`config.mk`:
```
export PLATFORM = sky130hd
export DESIGN_NAME = dief_input_fifo
export DESIGN_NICKNAME = d
export VERILOG_FILES = /design/src/include/dief_pkg.sv /design/src/verilog/dief_fifo.sv /design/src/verilog/dief_input_fifo.sv
export SDC_FILE = /design/constraint.sdc
export NUM_CORES = 1
export LEC_CHECK = 0
export BUFFER_PORTS_ARGS = -buffer_cell sky130_fd_sc_hd__buf_2
export CORE_ASPECT_RATIO = 0.75
export CORE_MARGIN = 1.5
export CORE_UTILIZATION = 23
export CTS_BUF_LIST = sky130_fd_sc_hd__clkbuf_4
export CTS_CLUSTER_DIAMETER = 80
export DETAILED_ROUTE_END_ITERATION = 8
export PLACE_DENSITY = 0.38
export SETUP_SLACK_MARGIN = 0.4
export SYNTH_ARGS = -nofsm -noshare
export SYNTH_HDL_FRONTEND = slang
export SYNTH_SLANG_ARGS = --single-unit
```
`constraint.sdc`:
```
create_clock -name clk -period 13.4 [get_ports clk]
set_input_delay 2.01 -clock clk [delete_from_list [all_inputs] [get_ports clk]]
set_output_delay 2.01 -clock clk [all_outputs]
set_load 0.005 [all_outputs]
```
`src/include/dief_pkg.sv`:
```
// constants of the dac input elastic buffer
package dief_pkg;
    localparam int SAMPLE_W = 16;
    localparam int WORD_W = 2 * SAMPLE_W + 1;
    localparam int PTR_W = 2;
    localparam int ELASTIC_DEPTH = 4;
    localparam int OUT_FIFO_DEPTH = 16;
    localparam int MSB_POS = 15;
    localparam int STROBE_POS = 2 * SAMPLE_W;
    localparam logic [PTR_W-1:0] WR_PTR_INIT = 2'h0;
    localparam logic [PTR_W-1:0] RD_PTR_INIT = 2'h2;
    localparam int DIV_W = 4;
    localparam logic [DIV_W-1:0] DIV_BASE = 4'h2;
    localparam logic [2:0] SYNC_TXEN = 3'h0;
    localparam logic [2:0] SYNC_STROBE = 3'h1;
    localparam logic [2:0] SYNC_MARKER = 3'h2;
    localparam logic [2:0] SYNC_B15 = 3'h3;
    localparam logic [2:0] SYNC_A15_ONCE = 3'h4;
    localparam logic [2:0] SYNC_WRITE_A = 3'h5;
    localparam logic [2:0] SYNC_OFF = 3'h6;
    localparam logic [2:0] SYNC_WRITE_B = 3'h7;
endpackage : dief_pkg

```
`src/verilog/dief_fifo.sv`:
```
// parameterised valid/ready fifo between the elastic buffer and the dac side
`timescale 1ns/1ps
module dief_fifo #(
    parameter int WIDTH = 33,
    parameter int DEPTH = 16
) (
    input wire logic clk,
    input wire logic srst,
    input wire logic inValid,
    output logic inReady,
    input wire logic [WIDTH-1:0] inData,
    output logic outValid,
    input wire logic outReady,
    output logic [WIDTH-1:0] outData
);
    localparam int AW = $clog2(DEPTH);
    logic [WIDTH-1:0] mem [DEPTH];
    logic [AW-1:0] wrIdx, rdIdx, next_wrIdx, next_rdIdx;
    logic [AW:0] count, next_count;
    logic push, pop;

    assign inReady = (count != (AW+1)'(DEPTH));
    assign outValid = (count != '0);
    assign outData = mem[rdIdx];

    always_comb begin
        push = inValid && inReady;
        pop = outValid && outReady;
        next_wrIdx = push ? AW'(wrIdx + 1'b1) : wrIdx;
        next_rdIdx = pop ? AW'(rdIdx + 1'b1) : rdIdx;
        next_count = count;
        if (push && !pop) begin
            next_count = (AW+1)'(count + 1'b1);
        end else if (pop && !push) begin
            next_count = (AW+1)'(count - 1'b1);
        end
    end

    always_ff @(posedge clk) begin
        if (srst) begin
            wrIdx <= '0;
            rdIdx <= '0;
            count <= '0;
        end else begin
            wrIdx <= next_wrIdx;
            rdIdx <= next_rdIdx;
            count <= next_count;
        end
    end

    // storage needs no reset; occupancy guards every read
    always_ff @(posedge clk) begin
        if (push) begin
            mem[wrIdx] <= inData;
        end
    end
endmodule : dief_fifo

```
`src/verilog/dief_input_fifo.sv`:
```
// dac input elastic buffer: pin capture, four-slot pointer buffer and output stage
// Behaviour
// - optional buffer captures both ports and strobe
// - bypass bit routes samples around the buffer
// - four-entry register file, write and read pointers
// - init sets write slot 0, read slot 2
// - sync field picks enable, strobe, marker, B15
// - A15 one-shot, write-now codes, code 110 off
// - source registered then rising edge initializes
// - write pointer advances every own clock, read pointer holds while the fifo is full, no correction
// - half-rate muxes both ports onto channel A
// - single mode divides clock, edge by invert
// - dual mode with buffer crosses, needs initialization
// - dual mode: invert bit selects buffer use
`timescale 1ns/1ps
module dief_input_fifo (
    input wire logic clk,
    input wire logic srst,
    input wire logic [dief_pkg::SAMPLE_W-1:0] samplePortA,
    input wire logic [dief_pkg::SAMPLE_W-1:0] samplePortB,
    input wire logic phaseStrobe,
    input wire logic txEnable,
    input wire logic channelMarker,
    input wire logic inputRateClock,
    input wire logic bufferBypass,
    input wire logic dualClk,
    input wire logic latchInvert,
    input wire logic halfRate,
    input wire logic [1:0] interpSel,
    input wire logic [2:0] syncSource,
    input wire logic serialWrite,
    input wire logic dacReady,
    output logic rateClockOut,
    output logic [dief_pkg::SAMPLE_W-1:0] dacChanA,
    output logic [dief_pkg::SAMPLE_W-1:0] dacChanB,
    output logic dacStrobe,
    output logic dacValid,
    output logic bufferInitDone
);
    import dief_pkg::*;

    // pin inputs: three stages, a change is taken once stages two and three agree
    logic [WORD_W+2:0] pinS1, pinS2, pinS3, pinFilt, next_pinFilt;
    logic [DIV_W-1:0] divCnt, next_divCnt;
    // one bit wider than the counter so the longest period, sixteen, still fits
    logic [DIV_W:0] divPeriod;
    logic rdTick, wrTick, clkPrev, next_clkPrev;
    logic [WORD_W-1:0] latchWord;
    logic useBuffer;
    logic [WORD_W-1:0] regFile [ELASTIC_DEPTH];
    logic [PTR_W-1:0] wrPtr, rdPtr, next_wrPtr, next_rdPtr;
    logic syncLevel, syncPrev, next_syncLevel, next_syncPrev, a15Armed, next_a15Armed;
    logic initPulse, edgeSeen;
    logic pushValid, pushReady;
    logic [WORD_W-1:0] pushWord;
    logic fifoValid, fifoPop;
    logic [WORD_W-1:0] fifoWord;
    logic oddPhase, next_oddPhase, next_dacValid, next_rateClockOut, next_initDone;
    logic [SAMPLE_W-1:0] next_chanA, next_chanB;
    logic next_strobe;

    function automatic logic [2:0] pinBit(input logic [2:0] sel);
        // fixed positions of the control pins above the data word
        return sel;
    endfunction : pinBit

    always_comb begin
        // a bit follows the pin only when the last two stages agree
        next_pinFilt = (pinS2 & pinS3) | (pinFilt & (pinS2 ^ pinS3));
        latchWord = pinFilt[WORD_W-1:0];
        divPeriod = (DIV_W+1)'({1'b0, DIV_BASE} << interpSel);
        next_divCnt = ({1'b0, divCnt} == (DIV_W+1)'(divPeriod - 1'b1)) ?
            '0 : DIV_W'(divCnt + 1'b1);
        rdTick = (divCnt == '0);
        next_rateClockOut = ({1'b0, next_divCnt} < (divPeriod >> 1));
        next_clkPrev = pinFilt[WORD_W + 2];
        if (dualClk) begin
            wrTick = pinFilt[WORD_W + 2] && !clkPrev;
        end else if (latchInvert) begin
            wrTick = ({1'b0, divCnt} == (divPeriod >> 1));
        end else begin
            wrTick = rdTick;
        end
        useBuffer = !bufferBypass && (!dualClk || latchInvert);
    end

    always_ff @(posedge clk) begin
        pinS1 <= {inputRateClock, channelMarker, txEnable, phaseStrobe, samplePortB, samplePortA};
        pinS2 <= pinS1;
        pinS3 <= pinS2;
        if (srst) begin
            pinFilt <= '0;
            divCnt <= '0;
            clkPrev <= 1'b0;
            rateClockOut <= 1'b0;
        end else begin
            pinFilt <= next_pinFilt;
            divCnt <= next_divCnt;
            clkPrev <= next_clkPrev;
            rateClockOut <= next_rateClockOut;
        end
    end

    // sync source selection and edge detection on the write-side tick
    always_comb begin
        next_syncLevel = syncLevel;
        next_syncPrev = syncPrev;
        next_a15Armed = a15Armed;
        case (syncSource)
            SYNC_TXEN: next_syncLevel = pinFilt[WORD_W + pinBit(3'h1) - 1];
            SYNC_STROBE: next_syncLevel = pinFilt[STROBE_POS];
            SYNC_MARKER: next_syncLevel = pinFilt[WORD_W + pinBit(3'h2) - 1];
            SYNC_B15: next_syncLevel = pinFilt[SAMPLE_W + MSB_POS];
            SYNC_A15_ONCE: next_syncLevel = pinFilt[MSB_POS];
            default: next_syncLevel = 1'b0;
        endcase
        if (!wrTick) begin
            next_syncLevel = syncLevel;
        end else begin
            next_syncPrev = syncLevel;
        end
        edgeSeen = wrTick && syncLevel && !syncPrev;
        initPulse = 1'b0;
        case (syncSource)
            SYNC_A15_ONCE: begin
                initPulse = edgeSeen && a15Armed;
                if (initPulse) begin
                    next_a15Armed = 1'b0;
                end
            end
            SYNC_WRITE_A, SYNC_WRITE_B: initPulse = serialWrite;
            SYNC_OFF: initPulse = 1'b0;
            default: initPulse = edgeSeen;
        endcase
    end

    always_ff @(posedge clk) begin
        if (srst) begin
            syncLevel <= 1'b0;
            syncPrev <= 1'b0;
            a15Armed <= 1'b1;
        end else begin
            syncLevel <= next_syncLevel;
            syncPrev <= next_syncPrev;
            a15Armed <= next_a15Armed;
        end
    end

    // elastic pointers; the read side stalls only when the downstream fifo is full
    always_comb begin
        next_wrPtr = wrPtr;
        next_rdPtr = rdPtr;
        next_initDone = bufferInitDone;
        if (initPulse) begin
            next_wrPtr = WR_PTR_INIT;
            next_rdPtr = RD_PTR_INIT;
            next_initDone = 1'b1;
        end else begin
            if (useBuffer && wrTick) begin
                next_wrPtr = PTR_W'(wrPtr + 1'b1);
            end
            if (useBuffer && rdTick && pushReady) begin
                next_rdPtr = PTR_W'(rdPtr + 1'b1);
            end
        end
        if (useBuffer) begin
            pushValid = rdTick;
            pushWord = regFile[rdPtr];
        end else begin
            pushValid = wrTick;
            pushWord = latchWord;
        end
    end

    always_ff @(posedge clk) begin
        if (srst) begin
            wrPtr <= WR_PTR_INIT;
            rdPtr <= RD_PTR_INIT;
            bufferInitDone <= 1'b0;
        end else begin
            wrPtr <= next_wrPtr;
            rdPtr <= next_rdPtr;
            bufferInitDone <= next_initDone;
        end
    end

    // overrun is silent: a write may land on the slot being read
    always_ff @(posedge clk) begin
        if (useBuffer && wrTick) begin
            regFile[wrPtr] <= latchWord;
        end
    end

    dief_fifo #(
        .WIDTH(WORD_W),
        .DEPTH(OUT_FIFO_DEPTH)
    ) u_out_fifo (
        .clk(clk),
        .srst(srst),
        .inValid(pushValid),
        .inReady(pushReady),
        .inData(pushWord),
        .outValid(fifoValid),
        .outReady(fifoPop),
        .outData(fifoWord)
    );

    // output stage; half-rate sends port A then port B on channel A
    always_comb begin
        next_chanA = dacChanA;
        next_chanB = dacChanB;
        next_strobe = dacStrobe;
        next_dacValid = dacValid && !dacReady;
        next_oddPhase = oddPhase;
        fifoPop = 1'b0;
        if (!dacValid || dacReady) begin
            if (halfRate && oddPhase) begin
                next_chanA = fifoWord[SAMPLE_W +: SAMPLE_W];
                next_chanB = '0;
                next_strobe = 1'b0;
                next_dacValid = 1'b1;
                next_oddPhase = 1'b0;
                fifoPop = 1'b1;
            end else if (fifoValid) begin
                next_chanA = fifoWord[SAMPLE_W-1:0];
                next_chanB = halfRate ? '0 : fifoWord[SAMPLE_W +: SAMPLE_W];
                next_strobe = fifoWord[STROBE_POS];
                next_dacValid = 1'b1;
                next_oddPhase = halfRate;
                fifoPop = !halfRate;
            end
        end
    end

    always_ff @(posedge clk) begin
        if (srst) begin
            dacChanA <= '0;
            dacChanB <= '0;
            dacStrobe <= 1'b0;
            dacValid <= 1'b0;
            oddPhase <= 1'b0;
        end else begin
            dacChanA <= next_chanA;
            dacChanB <= next_chanB;
            dacStrobe <= next_strobe;
            dacValid <= next_dacValid;
            oddPhase <= next_oddPhase;
        end
    end

    property p_init_ptrs;
        @(posedge clk) disable iff (srst) initPulse |=> (wrPtr == 2'h0) && (rdPtr == 2'h2);
    endproperty
    a_init_ptrs: assert property (p_init_ptrs) else $error("init pointers wrong");
    property p_wr_adv;
        @(posedge clk) disable iff (srst)
            (useBuffer && wrTick && !initPulse) |=> wrPtr == 2'($past(wrPtr) + 2'h1);
    endproperty
    a_wr_adv: assert property (p_wr_adv) else $error("write pointer stuck");
    property p_rd_adv;
        @(posedge clk) disable iff (srst)
            (useBuffer && rdTick && pushReady && !initPulse) |=> rdPtr == 2'($past(rdPtr) + 2'h1);
    endproperty
    a_rd_adv: assert property (p_rd_adv) else $error("read pointer stuck");
    property p_bypass_hold;
        @(posedge clk) disable iff (srst)
            (!useBuffer && !initPulse) |=> $stable(wrPtr) && $stable(rdPtr);
    endproperty
    a_bypass_hold: assert property (p_bypass_hold) else $error("bypass moved pointers");
    property p_sync_off;
        @(posedge clk) disable iff (srst) (syncSource == 3'h6) |-> !initPulse;
    endproperty
    a_sync_off: assert property (p_sync_off) else $error("disabled source initialized");
    property p_sync_write;
        @(posedge clk) disable iff (srst)
            (serialWrite && (syncSource == 3'h5 || syncSource == 3'h7)) |-> initPulse;
    endproperty
    a_sync_write: assert property (p_sync_write) else $error("write did not initialize");
    property p_one_shot;
        @(posedge clk) disable iff (srst) (syncSource == 3'h4 && !a15Armed) |-> !initPulse;
    endproperty
    a_one_shot: assert property (p_one_shot) else $error("one-shot fired twice");
    property p_edge_init;
        @(posedge clk) disable iff (srst)
            (syncSource == 3'h1 && wrTick && syncLevel && !syncPrev) |-> initPulse ##1 bufferInitDone;
    endproperty
    a_edge_init: assert property (p_edge_init) else $error("rising edge missed");
    property p_half_rate;
        @(posedge clk) disable iff (srst) (halfRate && $past(halfRate) && dacValid) |-> dacChanB == '0;
    endproperty
    a_half_rate: assert property (p_half_rate) else $error("channel B used in half rate");
endmodule : dief_input_fifo

```
== Word-level counts from Yosys, hierarchy flattened ==
Memory sizes are Yosys's and may differ from the RTL's. A register that Yosys moved wholly into a read port is not among the register bits.
Cells that the tools add are included.
W data, S select, Z words.

* Register bits: 206
* Latch bits: 0
* Bits in writable memories: 660
* Bits in read-only memories: 0
* Bits of input ports: 49
* Logic and storage cells: 113
* Memories kept: 2

{| class="wikitable"
|+ Memories
! name !! depth !! bits a word !! rd ports !! clocked after memory_dff !! wr ports !! line !! source
|-
| u_out_fifo.mem || 16 || 33 || 1 || 1 || 1 || dief_fifo.sv:17 || <nowiki>logic [WIDTH-1:0] mem [DEPTH];</nowiki>
|-
| regFile || 4 || 33 || 1 || 1 || 1 || dief_input_fifo.sv:50 || <nowiki>logic [WORD_W-1:0] regFile [ELASTIC_DEPTH];</nowiki>
|}

* Add/sub/neg operators: 8
* $mul: 0
* Divide/modulo/power cells: 0
* Magnitude comparators: 1
* Equality and inequality tests: 10
* Shift operators: 1
* Mux-type cells: 32
* Bitwise operators: 4
* Reductions and logical operators: 34

{| class="wikitable"
|+ Operators with widths
! kind !! count
|-
| $mux W16 || 5
|-
| $and A36 B36 Y36 || 2
|-
| $or A36 B36 Y36 || 1
|-
| $xor A36 B36 Y36 || 1
|-
| $mux W33 || 1
|-
| $mux W1 || 17
|-
| $logic_and A1 B1 Y1 || 14
|-
| $add A4 B1 Y4 const B || 3
|-
| $eq A3 B3 Y1 const B || 4
|-
| $mux W4 || 3
|-
| $mux W5 || 2
|-
| $sub A5 B1 Y5 const B || 2
|-
| $logic_not A1 Y1 || 9
|-
| $eq A3 B2 Y1 const B || 2
|-
| $add A5 B1 Y5 const B || 1
|-
| $eq A4 B5 Y1 || 1
|-
| $ne A5 B5 Y1 const B || 1
|-
| $pmux W1 S5 || 1
|-
| $reduce_bool A5 Y1 || 1
|-
| $shl A2 B2 Y5 const A || 1
|-
| $add A2 B1 Y2 const B || 2
|-
| $eq A4 B4 Y1 || 1
|-
| $logic_not A4 Y1 || 1
|-
| $lt A4 B4 Y1 || 1
|-
| other kinds (8) || 13
|}

== Longest topological paths before layout ==
Gate-level depths: netlist (run 1).

* Word-level depth: 10
* Gate-level depth with buffers: 16

== By module ==
From an unflattened synthesis (run 1), not the netlist that was laid out.

* Cells, all modules: 1685
* Area total of the unflattened synthesis: 31990.7 µm²

{| class="wikitable"
|+ Modules (own cells, without submodules)
! module !! times used !! cells each !! area each (µm²) !! seq. area each (µm²)
|-
| dief_fifo || 1 || 921 || 20682.3 || 16195.5
|-
| dief_input_fifo || 1 || 764 || 11308.3 || 7867.5
|}

== Worst setup path after synthesis (run 1) ==
OpenSTA, ideal clock, no wires.

* Kind: input to register
* Start: input interpSel[0]
* End: memory u_out_fifo.mem[3][0], enable pin
* Setup time: 0.464 ns
* Data arrival time: 5.252 ns
* Required time: 12.936 ns
* Slack: 7.684 ns
* Stages on the path: 6
* Cell sequence: buf_2 -> nor4b_1 -> a32oi_1 -> a21oi_2 -> o31ai_2 -> nor3_1

* Longest elaborated chain between the ends: 8

{| class="wikitable"
|+ RTL lines
! what !! line !! source
|-
| from (decl) || dief_input_fifo.sv:29 || <nowiki>input wire logic [1:0] interpSel,</nowiki>
|-
| $shl A2 B2 Y5 || dief_input_fifo.sv:71 || <nowiki>divPeriod = (DIV_W+1)'({1'b0, DIV_BASE} << interpSel);</nowiki>
|-
| $eq A4 B4 Y1 || dief_input_fifo.sv:80 || <nowiki>wrTick = ({1'b0, divCnt} == (divPeriod >> 1));</nowiki>
|-
| $mux W1 || dief_input_fifo.sv:79 || <nowiki>end else if (latchInvert) begin</nowiki>
|-
| $mux W1 || dief_input_fifo.sv:77 || <nowiki>if (dualClk) begin</nowiki>
|-
| $mux W1 || dief_input_fifo.sv:166 || <nowiki>if (useBuffer) begin</nowiki>
|-
| $logic_and A1 B1 Y1 || dief_fifo.sv:27 || <nowiki>push = inValid && inReady;</nowiki>
|-
| $mux W1 || dief_fifo.sv:53 || <nowiki>if (push) begin</nowiki>
|-
| $mux W1 (not written as such) || dief_fifo.sv:54 || <nowiki>mem[wrIdx] <= inData;</nowiki>
|-
| to (decl) || dief_fifo.sv:17 ||
|}

Every way passes these cells.

== Final worst setup path (run 1) ==
* Start: input latchInvert
* End: register u_out_fifo.count[4]

* Longest elaborated chain between the ends: 7
* Elaborated cells on any way between the ends: 11
* Those cells by class: mux: 4; reduce/logical: 7

{| class="wikitable"
|+ RTL lines
! what !! line !! source
|-
| from (decl) || dief_input_fifo.sv:27 || <nowiki>input wire logic latchInvert,</nowiki>
|-
| $mux W1 / $logic_or A1 B1 Y1 (equally long branches) || dief_input_fifo.sv:79, dief_input_fifo.sv:84 ||
|-
| $mux W1 / $logic_and A1 B1 Y1 (equally long branches) || dief_input_fifo.sv:77, dief_input_fifo.sv:84 ||
|-
| $mux W1 (*) || dief_input_fifo.sv:166 ||
|-
| $logic_and A1 B1 Y1 (*) || dief_fifo.sv:27 ||
|-
| $logic_not A1 Y1 || dief_fifo.sv:34 || <nowiki>end else if (pop && !push) begin</nowiki>
|-
| $logic_and A1 B1 Y1 || dief_fifo.sv:34 ||
|-
| $reduce_bool A2 Y1 (no line) || - ||
|-
| to (signal assigned) || dief_fifo.sv:47 || <nowiki>count <= next_count;</nowiki>
|-
| to (decl) || dief_fifo.sv:19 || <nowiki>logic [AW:0] count, next_count;</nowiki>
|}

Every way passes the cells marked *; elsewhere a longest branch is shown, timed or not.
A chain may end at the register's enable or synchronous reset.

==> results summary, run 1 <==
The run finished with clean final reports. The kind of start point of the critical path is an input port. Of the total synthesized cell area, the portion taken by XOR and XNOR cells is 0.00358.

The highest ir drop seen on vdd came out at 0.148 mV. The placer congestion estimate came out at between 0.6 and 0.7. The number of vias in the routed layout came out at 16400. CTS placed an instance of sky130_fd_sc_hd__clkbuf_4 at the clock tree root. The leading area contributor after synthesis is sky130_fd_sc_hd__edfxtp_1. The data arrival time of the critical path is 5.27 ns. The power density over cell area is approximately 180 nW/um2.

The die extent in y came out at 325 um. After clock tree synthesis, the flow added hold-fix buffers numbering 0. The number of cells on the worst hold path is 0. The remaining max-slew budget at the tightest pin is 0.216. The share of the cycle needed by the critical path after routing came out at 0.319.

The synthesized-area fraction occupied by ao, oa, aoi and oai cells came out at 0.0371. The end of the worst register-to-register path is dacChanB[6]. For this run the aggregate overflow at the end of global routing stands at 0. The clock input transition at the sequential cells of the worst setup and hold paths is 0.06 ns. The proportion of layout cells with a drive suffix above 1 is 0.343.

In the global route stage, overall resource usage came out at 0.116. The first TritonRoute pass finished after 5 iterations. In the post-synthesis netlist, the biggest area contributors are sky130_fd_sc_hd__edfxtp_1 62%, sky130_fd_sc_hd__dfxtp_1 13%, sky130_fd_sc_hd__mux4_2 11%, sky130_fd_sc_hd__ha_1 2.1%, sky130_fd_sc_hd__mux2_2 1.7%. In the routed layout, each cell is associated on average with a via count of between 4 and 5. The routed wire length per instance came out at 20.3 um. The final clock skew came out at 0.0684 ns. Measured against the total synthesized area, the mux share comes to 0.135.

The critical path is of the input port to flop type. In this run, synthesis inferred 660 flip-flops with an integrated enable. The simple-gate share of the synthesized area is 0.0328. The wire length of the first global-routing pass is about 120000 um. After synthesis, the largest family of logic cells by area is multiplexers.

The timing-limited maximum frequency is about 0.23 GHz. The clock reaches the later pin of the worst-skew pair after around 1.1 ns. The number of placement rows came out at approximately 120. For this run, the leading register cell type out of synthesis is sky130_fd_sc_hd__edfxtp_1. In the post-synthesis netlist, the cell with the most instances is sky130_fd_sc_hd__edfxtp_1. Power comes to 6630 uW. In this run the remaining antenna-violating nets after routing total 0. The final wirelength is around 80000 um. The die boundary width came out at 433 um.

The die covers roughly 140000 um2. In the synthesized netlist the async set-or-reset flop fraction comes to 0. From synthesis to final layout, the design area changed by 18.0%.

The leakage power came out at ~0.013 uW. The initial standard-cell utilization of the core is 0.231. The initial antenna violation count came out at 5. The tool flagged a number of max-cap violations equal to 0. The share of the yosys chip area belonging to registers is 0.756. After synthesis, the most frequently instantiated cells are 660 x sky130_fd_sc_hd__edfxtp_1, 212 x sky130_fd_sc_hd__dfxtp_1, 151 x sky130_fd_sc_hd__mux4_2. The number of distinct standard cells referenced by the synthesized netlist is 53. Entering global routing, the biggest net connects 135 pins. In this run the most critical hold path is launched from pinS1[17]. Setup repair after global routing left no endpoint under its margin. The detailed router's first-iteration violation count is ~1000.

Synthesis produced a netlist with a net count of between 1500 and 2000. The minimum setup slack among reg-to-reg paths came out at slightly above 9 ns. The number of remaining DRC errors is 0. The worst register-to-register path has a depth of 7.

The post-CTS setup-driven buffer insertion count came out at 0. The maximum root-to-sink buffer count is 3. The required time of the critical path came out at around 14 ns.

The post-synthesis area per instance came out at about 19 um2. After clock tree synthesis, the repair step resized 0 gates. For this design the top-level I/O count stands at between 80 and 90.

The area inside the core boundary is between 100000 and 150000 um2. The flip-flop and latch count after synthesis came out at slightly below 900. TritonCTS built the clock tree.

The total half-perimeter wirelength after legalization and detailed placement came out at 47000 um. The slew of the pin with the lowest slew margin is between 1 and 1.5 ns. The area share of the leading cell type in the synthesized netlist is 0.622.

The number of pins exceeding their max-slew limit in the final report was 0. The synthesized area is 31800 um2. The final-layout setup total negative slack is 0 ns.

The number of failing setup endpoints in the final timing report came out at 0. The worst-case hold path end point is pinS2[17]. The minimum clock period is 4.27 ns.

Clock tree synthesis inserted a total of between 200 and 250 buffers. The Yosys warning count came out at 0. The adder-cell area share of the yosys netlist is 0.0218. The gate count of the mapped netlist is between 1500 and 2000.

The deepest level of the CTS H-tree is 4. The net total in the final layout is 2023. The highest net fanout along the worst path came out at 35.

In this run the tool buffered the top-level ports with 84 buffer cells. The hold violation count in the final report came out at 0. The clock drives 872 sinks.

The number of global-route vias before repair is approximately 18000. STA classifies the critical path endpoint as a flop. The tightest min-delay check is of the flop to flop type.
## registers in the layout, indices dropped and copies added (netlist names), 2 cells and up, named ones only
| signal | cells |
|---|---|
| u_out_fifo.rdIdx | 4 |
| u_out_fifo.count | 5 |
| wrPtr | 2 |
| rdPtr | 2 |
| dacChanA | 16 |
| pinS1 | 36 |
| divCnt | 4 |
| u_out_fifo.mem | 528 |
| pinS3 | 36 |
| pinS2 | 36 |
| pinFilt | 36 |
| u_out_fifo.wrIdx | 4 |
| dacChanB | 16 |
| regFile | 132 |
## report_power, final
part / leakage (uW) / internal (uW) / switching [uW]
logic: 0.00295 / 463 / 607
registers: 0.00781 / 3040 / 97.0
clock network: 0.00183 / 1320 / 1100
## critical path, stage by stage
cell	delay (ns)
sky130_fd_sc_hd__buf_2	0.11
sky130_fd_sc_hd__inv_1	0.09
sky130_fd_sc_hd__a21oi_4	0.14
sky130_fd_sc_hd__buf_4	0.50
sky130_fd_sc_hd__o2111a_2	0.39
sky130_fd_sc_hd__nor3_4	0.08
sky130_fd_sc_hd__inv_2	0.24
sky130_fd_sc_hd__ha_1	0.27
sky130_fd_sc_hd__inv_1	0.10
sky130_fd_sc_hd__ha_1	0.31
sky130_fd_sc_hd__nor2b_1	0.16
sky130_fd_sc_hd__o21a_1	0.17
sky130_fd_sc_hd__or3_1	0.31
sky130_fd_sc_hd__a21oi_1	0.18
sky130_fd_sc_hd__xnor2_1	0.14
sky130_fd_sc_hd__nor2_1	0.05
## routing by layer
metal,vias to the layer above,track usage,routed length [um]
met5,-,0,0
li1,7332,-,-
met3,176,0.0268,3450
met1,8523,0.147,35900
met4,0,0.0536,2250
met2,399,0.187,38900
## cells by family (layout without fill, tap and decap cells)
logic type | count (synthesis) | after routing
AOI/OAI and AO/OA | 168 | 168
xor gates and xnor gates | 13 | 13
buffers and inverters | 95 | 544
adders and majority gates | 55 | 55
muxes | 234 | 234
and+or+nand+nor | 219 | 219
DFF | 872 | 872
other | 0 | 6
## final cells by class
type	instances	area (um2)
fillers	13900	100000
flip-flops and latches	872	24100
multi-input cells	689	7370
clock buffers	358	2690
well taps	1860	2330
repair buffers	111	638
clock inverters	60	410
inverters	15	56.3
diodes	6	15.0
## per-stage QoR
stage	hold slack (ns)	instances	util	cell area (um2)	setup WS [ns]
after global routing	0.334	3971	0.273	37600	8.97
after CTS	0.309	3965	0.273	37600	9.14
after global placement	0.312	3547	0.250	34500	8.00
after floorplan	0.310	1656	-	31800	7.68
after detailed placement	0.313	3547	0.250	34500	8.00
final	0.314	3971	0.273	37600	9.13
## worst max-delay path by stage
stage,from,end,slack (ns),cells past startpoint
6_report,latchInvert,u_out_fifo.count[4],9.13,16
5_1_grt,flop,dacChanB[8],8.97,7
4_1_cts,flop,dacChanB[8],9.14,7
3_5_place_dp,latchInvert,u_out_fifo.count[4],8.00,16
3_3_place_gp,latchInvert,u_out_fifo.count[4],8.00,16
2_1_floorplan,interpSel[0],u_out_fifo.mem[3][0],7.68,6
## cell usage in the layout, fill, tap and decap left out, types with 30 or more instances in the layout
| cell type | synthesis | final |
|---|---|---|
| sky130_fd_sc_hd__edfxtp_1 | 660 | 660 |
| sky130_fd_sc_hd__clkbuf_4 | 0 | 358 |
| sky130_fd_sc_hd__dfxtp_1 | 212 | 208 |
| sky130_fd_sc_hd__mux4_2 | 151 | 151 |
| sky130_fd_sc_hd__nor2_1 | 88 | 87 |
| sky130_fd_sc_hd__buf_2 | 23 | 83 |
| sky130_fd_sc_hd__a21oi_1 | 62 | 62 |
| sky130_fd_sc_hd__ha_1 | 54 | 54 |
| sky130_fd_sc_hd__a22oi_1 | 50 | 50 |
| sky130_fd_sc_hd__mux2_2 | 49 | 49 |
| sky130_fd_sc_hd__nand2_1 | 48 | 48 |
| sky130_fd_sc_hd__clkinv_1 | 0 | 41 |
| sky130_fd_sc_hd__mux2i_1 | 34 | 34 |
| sky130_fd_sc_hd__nor2b_1 | 31 | 30 |
Power figures use the tool's default switching activity.
==> inputs of run 2 (changes only) <==
ABC_AREA = 1   (was not set)
clock period = 4 ns   (was 13.4 ns; I/O delays follow)
==> run 2 against run 1 <==
- worst hold slack worse by 0.0077 ns
- clock-buffer cell count up 4
- design area up 6.5%
- critical path depth up 3
- sequential power rose to 3.3 times the previous value
- power rose to 3.6 times the previous value
- first-iteration DRC count up 52%
- core utilization up 1.1 points
- synthesized area up 3.1%
- sequential cell count unchanged
==> results summary, run 2 <==
The flow ran to the end, and the final reports show no timing, DRC or antenna violations. The proportion of layout cells with a drive suffix above 1 is 0.185 (-0.158). The register area is 24100 um2 (about the same). The flip-flop count of the largest register, all copies and words added came out at 528 (unchanged).

The number of maximum-capacitance constraint violations came out at 0 (unchanged). The number of failing setup endpoints in the final timing report came out at 0 (unchanged). The die boundary width came out at 439 um (+1.5%). The required time of the critical path is 5.03 ns (-9.36 ns).

The maximum root-to-sink buffer count is 3 (unchanged). The slew of the pin with the lowest slew margin is 0.986 ns (-0.190 ns). The total half-perimeter wirelength after legalization and detailed placement came out at 56600 um (+20%).

The met3 usage in global routing was 0.0299 (+0.00307). The largest stage delay on the critical path is 0.60 ns (+0.10 ns). The number of I/O port buffers came out at 84 (unchanged). The sum of buffers and inverters on the critical path is 6 (+1). The power density over cell area is 601 nW/um2 (+240%). Among all flip-flop cells after synthesis, the most frequent one is sky130_fd_sc_hd__edfxtp_1. The deepest level of the CTS H-tree was 4 (unchanged). The slowest stage of the critical path belongs to the cell sky130_fd_sc_hd__dlygate4sd3_1.

The proportion of synthesized flip-flops having asynchronous set or reset came out at 0 (unchanged). The register containing the most flip-flops in the final layout is u_out_fifo.mem. The final cell area excluding filler cells was 40000 um2 (+6.5%). The Yosys warning count is 0 (unchanged).

The number of inserted filler cells in the final layout came out at 14700 (+6.1%). The clock insertion delay at the later pin of the skew report came to 1.19 ns (+0.06 ns). The number of cells on the worst hold path is 0 (unchanged). The total placed cells including tap cells came out at 4590 (+29%). The area enclosed by the die boundary came out at 145000 um2 (+3.1%). The post-synthesis area per instance is 12.2 um2 (-37%). sky130_fd_sc_hd__edfxtp_1 takes more of the synthesized area than any other cell. The routed design could run at a clock period as short as ~3.1 ns. The leakage power was 0.0142 uW (+13%).

The met2 track demand over resource in global routing is 0.201 (+0.0141). The flip-flop and latch count after synthesis came out at 872 (unchanged). The number of global-route vias before repair came out at 21500 (+19%). The final non-filler cell total came out at 5112 (+29%). The clock buffer count from CTS came out at 231 (+0.43%).

The post-place instance area came out at 36000 um2 (+4.4%). The average via count per standard cell came out at 4.27 (+3.1%). The largest registers in the layout are u_out_fifo.mem: 528 flops, regFile: 132 flops. In this run the clock root is driven by a sky130_fd_sc_hd__clkbuf_4.

The number of vias in the routed layout came out at 21800 (+33%). The remaining max-slew budget at the tightest pin is 0.342 (+0.127). The number of nets in the synthesized netlist is 2794 (+59%). The number of pins exceeding their max-slew limit in the final report is 0 (unchanged). The placer congestion estimate is 0.737 (+7.0%).

The library cell used most frequently in the layout, excluding fill and tap cells, is sky130_fd_sc_hd__edfxtp_1. The highest ir drop seen on vdd is 0.610 mV (+310%). The routed wire length per instance is 19.2 um (-5.3%). The area inside the core boundary is 141000 um2 (+2.4%).

The area share of the leading cell type in the synthesized netlist is 0.604 (-0.0186). Yosys instantiated no cell more often than sky130_fd_sc_hd__edfxtp_1. STA classifies the critical path endpoint as a flop. TritonCTS built the clock tree. The final clock skew came to 0.0811 ns (+0.0127 ns).

The net total in the final layout came out at 3147 (+56%). The share of the yosys chip area belonging to registers is 0.733 (-0.0226). The iteration count of the initial detailed-routing pass is 5 (unchanged). The path class of the tightest hold or removal check is flop to flop. The final wirelength is 98100 um (+22%).

The initial antenna violation count is 7 (+2). The overall power of the completed layout is 24000 uW (+260%). Derived from the worst setup path, the maximum achievable clock frequency is between 0.3 and 0.4 GHz. The count of cell instances traversed by the critical path came out at 19 (+3).

The hold violation count in the final report came out at 0 (unchanged). Counting instances in the post-synthesis netlist gives the leading cell types as 660 x sky130_fd_sc_hd__edfxtp_1, 617 x sky130_fd_sc_hd__nor2_1, 336 x sky130_fd_sc_hd__o21ai_0. The final-layout setup total negative slack came out at 0 ns (unchanged). The initial standard-cell utilization of the core came to 0.233 (+0.00164). The signal on the critical path passes through dlygate4sd3_1 -> buf_2 -> a21oi_4 -> dlygate4sd3_1 -> inv_1 -> nor2_1 -> nand2_1 -> nand2_4 -> ha_1 -> inv_1 -> ha_1 -> a21oi_1 -> nor2_1 -> nor2_1 -> inv_1 -> a21oi_1 -> o21ai_0 -> o21ai_0 -> a21oi_1.

The detailed router's first-iteration violation count is 1531 (+52%). STA classifies the critical path startpoint as an input port. The relative area change from synthesis to final layout came out at 21.8%. The final hold slack came out at 0.306 ns (-0.00766 ns).

In the post-synthesis netlist, the biggest area contributors are sky130_fd_sc_hd__edfxtp_1 60%, sky130_fd_sc_hd__dfxtp_1 13%, sky130_fd_sc_hd__nor2_1 7.1%, sky130_fd_sc_hd__o21ai_0 5.1%, sky130_fd_sc_hd__o211ai_1 2.8%. The number of distinct standard cells referenced by the synthesized netlist came out at 32 (-40%). The data arrival time of the critical path is 4.14 ns (-1.13 ns). The synthesized area came out at 32800 um2 (+3.1%).

The gate count of the mapped netlist is 2690 (+62%). The die extent in y came out at 330 um (+1.5%). The overflow left after global routing is 0 (unchanged). The global routing stage identified its most utilized layer as met2. Setup repair after global routing left no endpoint under its margin. The total global-route track usage was 0.135 (+0.0192). The share of the cycle needed by the critical path after routing came out at 0.777.

The global routing usage on met1 was 0.190 (+0.0433). The clock input transition at the sequential cells of the worst setup and hold paths is 0.06 ns (about the same). The number of enable flip-flop cells after synthesis came out at 660 (unchanged). The number of placement rows came out at 119 (+0.85%). The I/O pin count is 85 (unchanged). The path depth of the worst reg2reg path came to 19 (+12). The highest net fanout along the worst path came out at 9 (-74%). The wire length of the first global-routing pass came out at 144000 um (+21%). The post-CTS setup-driven buffer insertion count is 0 (unchanged). The antenna violation net count after detailed routing is 0 (unchanged). The combined area of the multi-input logic cells came to 7960 um2 (+8.1%). The number of clock sinks is 872 (unchanged).

The number of remaining DRC errors came out at 0 (unchanged). The pin count of the biggest net entering global routing came out at 144 (+6.7%). The setup path with the least slack is of type input port to flop. The cell type group with the largest total delay on the critical path is buffers and inverters. Leaving out fill and tap cells, the most frequent cells in the layout are 660 x sky130_fd_sc_hd__edfxtp_1, 596 x sky130_fd_sc_hd__nor2_1, 362 x sky130_fd_sc_hd__clkbuf_4.
==> run 2: layout make-up <==
type | instances | share of cell area
Antenna cell | 9 | 0.000563
Clock buffer | 362 | 0.0679
Clock inverter | 56 | 0.00820
Inverter | 80 | 0.00776
Multi-Input combinational cell | 1587 | 0.199
Sequential cell | 872 | 0.602
Tap cell | 1875 | 0.0586
Timing Repair Buffer | 271 | 0.0560
==> run 2: timing repair <==
item / 4_1_cts / 5_1_grt
gates resized for setup: 0 / 0
hold endpoints to repair: 79 / 0
hold buffers: 95 / 0
==> run 2: worst paths after layout <==
check             from                   to  slack, ns
max            dualClk  u_out_fifo.count[4]       0.89
min          pinS1[12]            pinS2[12]       0.31
max reg2reg  divCnt[1]  u_out_fifo.count[4]       0.92
min reg2reg  pinS1[12]            pinS2[12]       0.31
==> run 2: per-stage QoR <==
| step | util | worst slack [ns] |
|---|---|---|
| global placement | 0.255 | 0.527 |
| finish | 0.284 | 0.892 |
| floorplan | - | 0.511 |
| detailed placement | 0.255 | 0.612 |
| global route | 0.284 | 0.611 |
| CTS | 0.284 | 0.885 |
==> run 2: where the power goes <==
| part | switching, uW | internal (uW) | leakage (uW) |
|---|---|---|---|
| registers | 284 | 10200 | 0.00779 |
| logic | 3810 | 1650 | 0.00462 |
| clock network | 3780 | 4280 | 0.00183 |
==> run 2: cell families (layout without fill, tap and decap cells) <==
logic type               count (synthesis)  after routing  share of synthesized area
multiplexers                             1              1                   0.000305
AO/OA/AOI/OAI                          600            600                      0.103
XOR/XNOR                                 9              9                    0.00240
buffers and inverters                  231            769                     0.0297
other                                    0              9                          0
AND/OR/NAND/NOR                        922            922                      0.110
flip-flops                             872            872                      0.733
adder cells (fa/ha/maj)                 55             55                     0.0212
==> run 2: metal layers <==
layer	wire length [um]	part of all wire	vias up
met5	0	0	-
met2	43200	0.44	542
met1	47500	0.48	10600
met4	2590	0.026	0
li1	-	-	10500
met3	4810	0.049	173
==> inputs of run 3 (changes only) <==
clock period = 3.1 ns   (was 4 ns; I/O delays follow)
==> run 3 against run 2 <==
- critical path depth decreased by 1
- core utilization increased by 0.30 points
- largest power group unchanged
- design area increased by 1.1%
- non-clock buffer count increased by 27
- first-iteration DRC count decreased by 11%
- combinational power increased by 33%
- highest routed layer unchanged
- sequential share of layout area decreased by 0.63 points
==> results summary, run 3 (synthesis results as in run 2) <==
The total global-route track usage is 0.136 (+0.000829). The data arrival time of the critical path came to 3.53 ns (-0.61 ns). The number of placement rows was 119 (unchanged). The slew of the pin with the lowest slew margin came out at 0.783 ns (-0.203 ns). The largest registers in the layout are u_out_fifo.mem: 528 flops, regFile: 132 flops.

The flip-flop count of the largest register, all copies and words added is 528 (unchanged). Leaving out fill and tap cells, the most frequent cell in the layout is sky130_fd_sc_hd__edfxtp_1. The TritonCTS clock tree is yes. The number of failing setup endpoints in the final timing report was 0 (unchanged). The initial standard-cell utilization of the core is 0.233 (unchanged).

The worst path setup slack after routing is 0.646 ns (-0.245 ns). The required time of the critical path is 4.18 ns (-0.85 ns). More flip-flops sit in one register than any other, and that register is u_out_fifo.mem.

The number of maximum-capacitance constraint violations is 0 (unchanged). The die boundary width came to 439 um (unchanged). The antenna violation net count after detailed routing was 0 (unchanged). The maximum root-to-sink buffer count is 3 (unchanged). The final wirelength is 98900 um (+0.79%). The highest net fanout along the worst path is 5 (-4). The highest ir drop seen on vdd came out at 0.393 mV (-36%). The power density over cell area is 770 nW/um2 (+28%). The total half-perimeter wirelength after legalization and detailed placement came to 58800 um (+3.8%).

The placer congestion estimate is 0.727 (-1.3%). The area enclosed by the die boundary came out at 145000 um2 (unchanged). The worst slack after detailed placement is 0.216 ns (-0.395 ns). Timing would allow up to approximately 0.41 GHz. The leakage power came to 0.0144 uW (+1.1%). The routed wire length per instance is 19.3 um (+0.40%). The wire length of the first global-routing pass came to 145000 um (+0.37%). The final clock skew came out at 0.112 ns (+0.0311 ns). The deepest level of the CTS H-tree came out at 4 (unchanged). The remaining max-slew budget at the tightest pin came out at 0.478 (+0.135).

Counting I/O delays and the setup requirement, the final critical path takes between 2 and 2.5 ns. The I/O pin count is 85 (unchanged). The clock input transition at the sequential cells of the worst setup and hold paths is 0.06 ns (about the same). The number of global-route vias before repair came out at 21600 (+0.55%). The run finished with clean final reports. The overall power of the completed layout came to 31100 uW (+30%).

The net total in the final layout came to 3170 (+0.73%). The hold violation count in the final report is 0 (unchanged). The pin count of the biggest net entering global routing is 99 (-31%). The worst min-delay path class is flop to flop. The worst setup path is captured at a flop. The clock buffer count from CTS is 227 (-1.7%). The kind of start point of the critical path is a flop.

The clock root buffer is sky130_fd_sc_hd__clkbuf_4. Setup repair after global routing left no endpoint under its margin. The number of pins exceeding their max-slew limit in the final report is 0 (unchanged). The iteration count of the initial detailed-routing pass came out at 5 (unchanged). The area inside the core boundary came out at 141000 um2 (unchanged).

The clock insertion delay at the later pin of the skew report came to 1.20 ns (about the same). The proportion of layout cells with a drive suffix above 1 is 0.195 (+0.00970). In the layout the commonest cells are 660 x sky130_fd_sc_hd__edfxtp_1, 594 x sky130_fd_sc_hd__nor2_1, 363 x sky130_fd_sc_hd__clkbuf_4.

Compared with the post-synthesis result, the final layout area differs by 23.1%. The final hold slack came out at 0.308 ns (+0.00156 ns). The overflow left after global routing is 0 (unchanged). The number of remaining DRC errors came out at 0 (unchanged). The number of clock sinks is 872 (unchanged). The die extent in y was 330 um (unchanged).

Dividing the final minimum period by the clock period gives 0.791. The detailed router's first-iteration violation count is 1360 (-11%). The average via count per standard cell came out at 4.23 (-0.89%). The number of I/O port buffers is 84 (unchanged). The classification of the worst setup path is flop to flop. The number of vias in the routed layout came out at 21700 (-0.50%). The initial antenna violation count came out at 6 (-1).
-- run 3: changes by cell type in the layout (fill, tap and decap cells not counted), sizes merged --
cell,before,now
buf,176,200
clkinv,49,44
diode,9,5
dlygate4sd3,95,97
inv,82,84
bufinv,3,2
clkbuf,362,363
clkinvlp,2,3
-- run 3: final cells by class --
class | count | area (um2)
Timing Repair Buffer | 298 | 2660
Clock buffer | 362 | 2720
Fill cell | 14600 | 101000
Sequential cell | 872 | 24100
Multi-Input combinational cell | 1587 | 7990
Inverter | 80 | 307
Tap cell | 1875 | 2350
Clock inverter | 53 | 308
Antenna cell | 5 | 12.5
-- run 3: power by group --
group          leakage, uW  switching, uW  internal (uW)
clock network      0.00181           4890           5450
registers          0.00779            352          13200
logic              0.00480           4980           2270
-- run 3: metrics by stage --
stage          area [um2]  setup TNS, ns  cells  utilization
2_1_floorplan       33000         -14.42   2690            -
3_3_place_gp        36400              0   4615        0.258
3_5_place_dp        36400              0   4615        0.258
4_1_cts             40400              0   5128        0.286
5_1_grt             40400              0   5131        0.287
6_report            40400              0   5132        0.287
-- run 3: worst max-delay path, cell delays in order (launching register included) --
cell	delay, ns
sky130_fd_sc_hd__dfxtp_2	0.34
sky130_fd_sc_hd__inv_1	0.08
sky130_fd_sc_hd__ha_1	0.16
sky130_fd_sc_hd__nand3_2	0.10
sky130_fd_sc_hd__a21oi_2	0.12
sky130_fd_sc_hd__nand2_1	0.09
sky130_fd_sc_hd__nand2_2	0.08
sky130_fd_sc_hd__nand2_2	0.08
sky130_fd_sc_hd__nand2_4	0.07
sky130_fd_sc_hd__ha_2	0.19
sky130_fd_sc_hd__inv_2	0.08
sky130_fd_sc_hd__ha_4	0.27
sky130_fd_sc_hd__buf_4	0.12
sky130_fd_sc_hd__nand2_1	0.04
sky130_fd_sc_hd__nor2_1	0.12
sky130_fd_sc_hd__a211oi_2	0.06
sky130_fd_sc_hd__xor2_1	0.14
sky130_fd_sc_hd__o21ai_0	0.15
sky130_fd_sc_hd__inv_1	0.05
-- run 3: final timing paths --
check,startpoint,end,slack [ns],depth (start not counted)
setup / recovery,divCnt[1],u_out_fifo.count[3],0.65,18
hold / removal,pinS2[34],pinS3[34],0.31,0
setup reg to reg,divCnt[1],u_out_fifo.count[3],0.65,18
hold reg to reg,pinS2[34],pinS3[34],0.31,0
-- run 3: routing by layer --
| metal | track usage | up-vias | wire (um) |
|---|---|---|---|
| li1 | - | 10500 | - |
| met5 | 0 | - | 0 |
| met2 | 0.206 | 448 | 44100 |
| met3 | 0.0302 | 138 | 4400 |
| met4 | 0.0444 | 0 | 1760 |
| met1 | 0.191 | 10600 | 48600 |
-- run 3: repair_timing --
| item | CTS | global route |
|---|---|---|
| gates resized for setup | 1 | 13 |
| hold endpoints to repair | 117 | 0 |
| setup endpoints to repair | 1 | 2 |
| setup buffers | 0 | 0 |
| pin swaps | 0 | 1 |
| gates cloned | 0 | 0 |
| hold buffers | 98 | 0 |
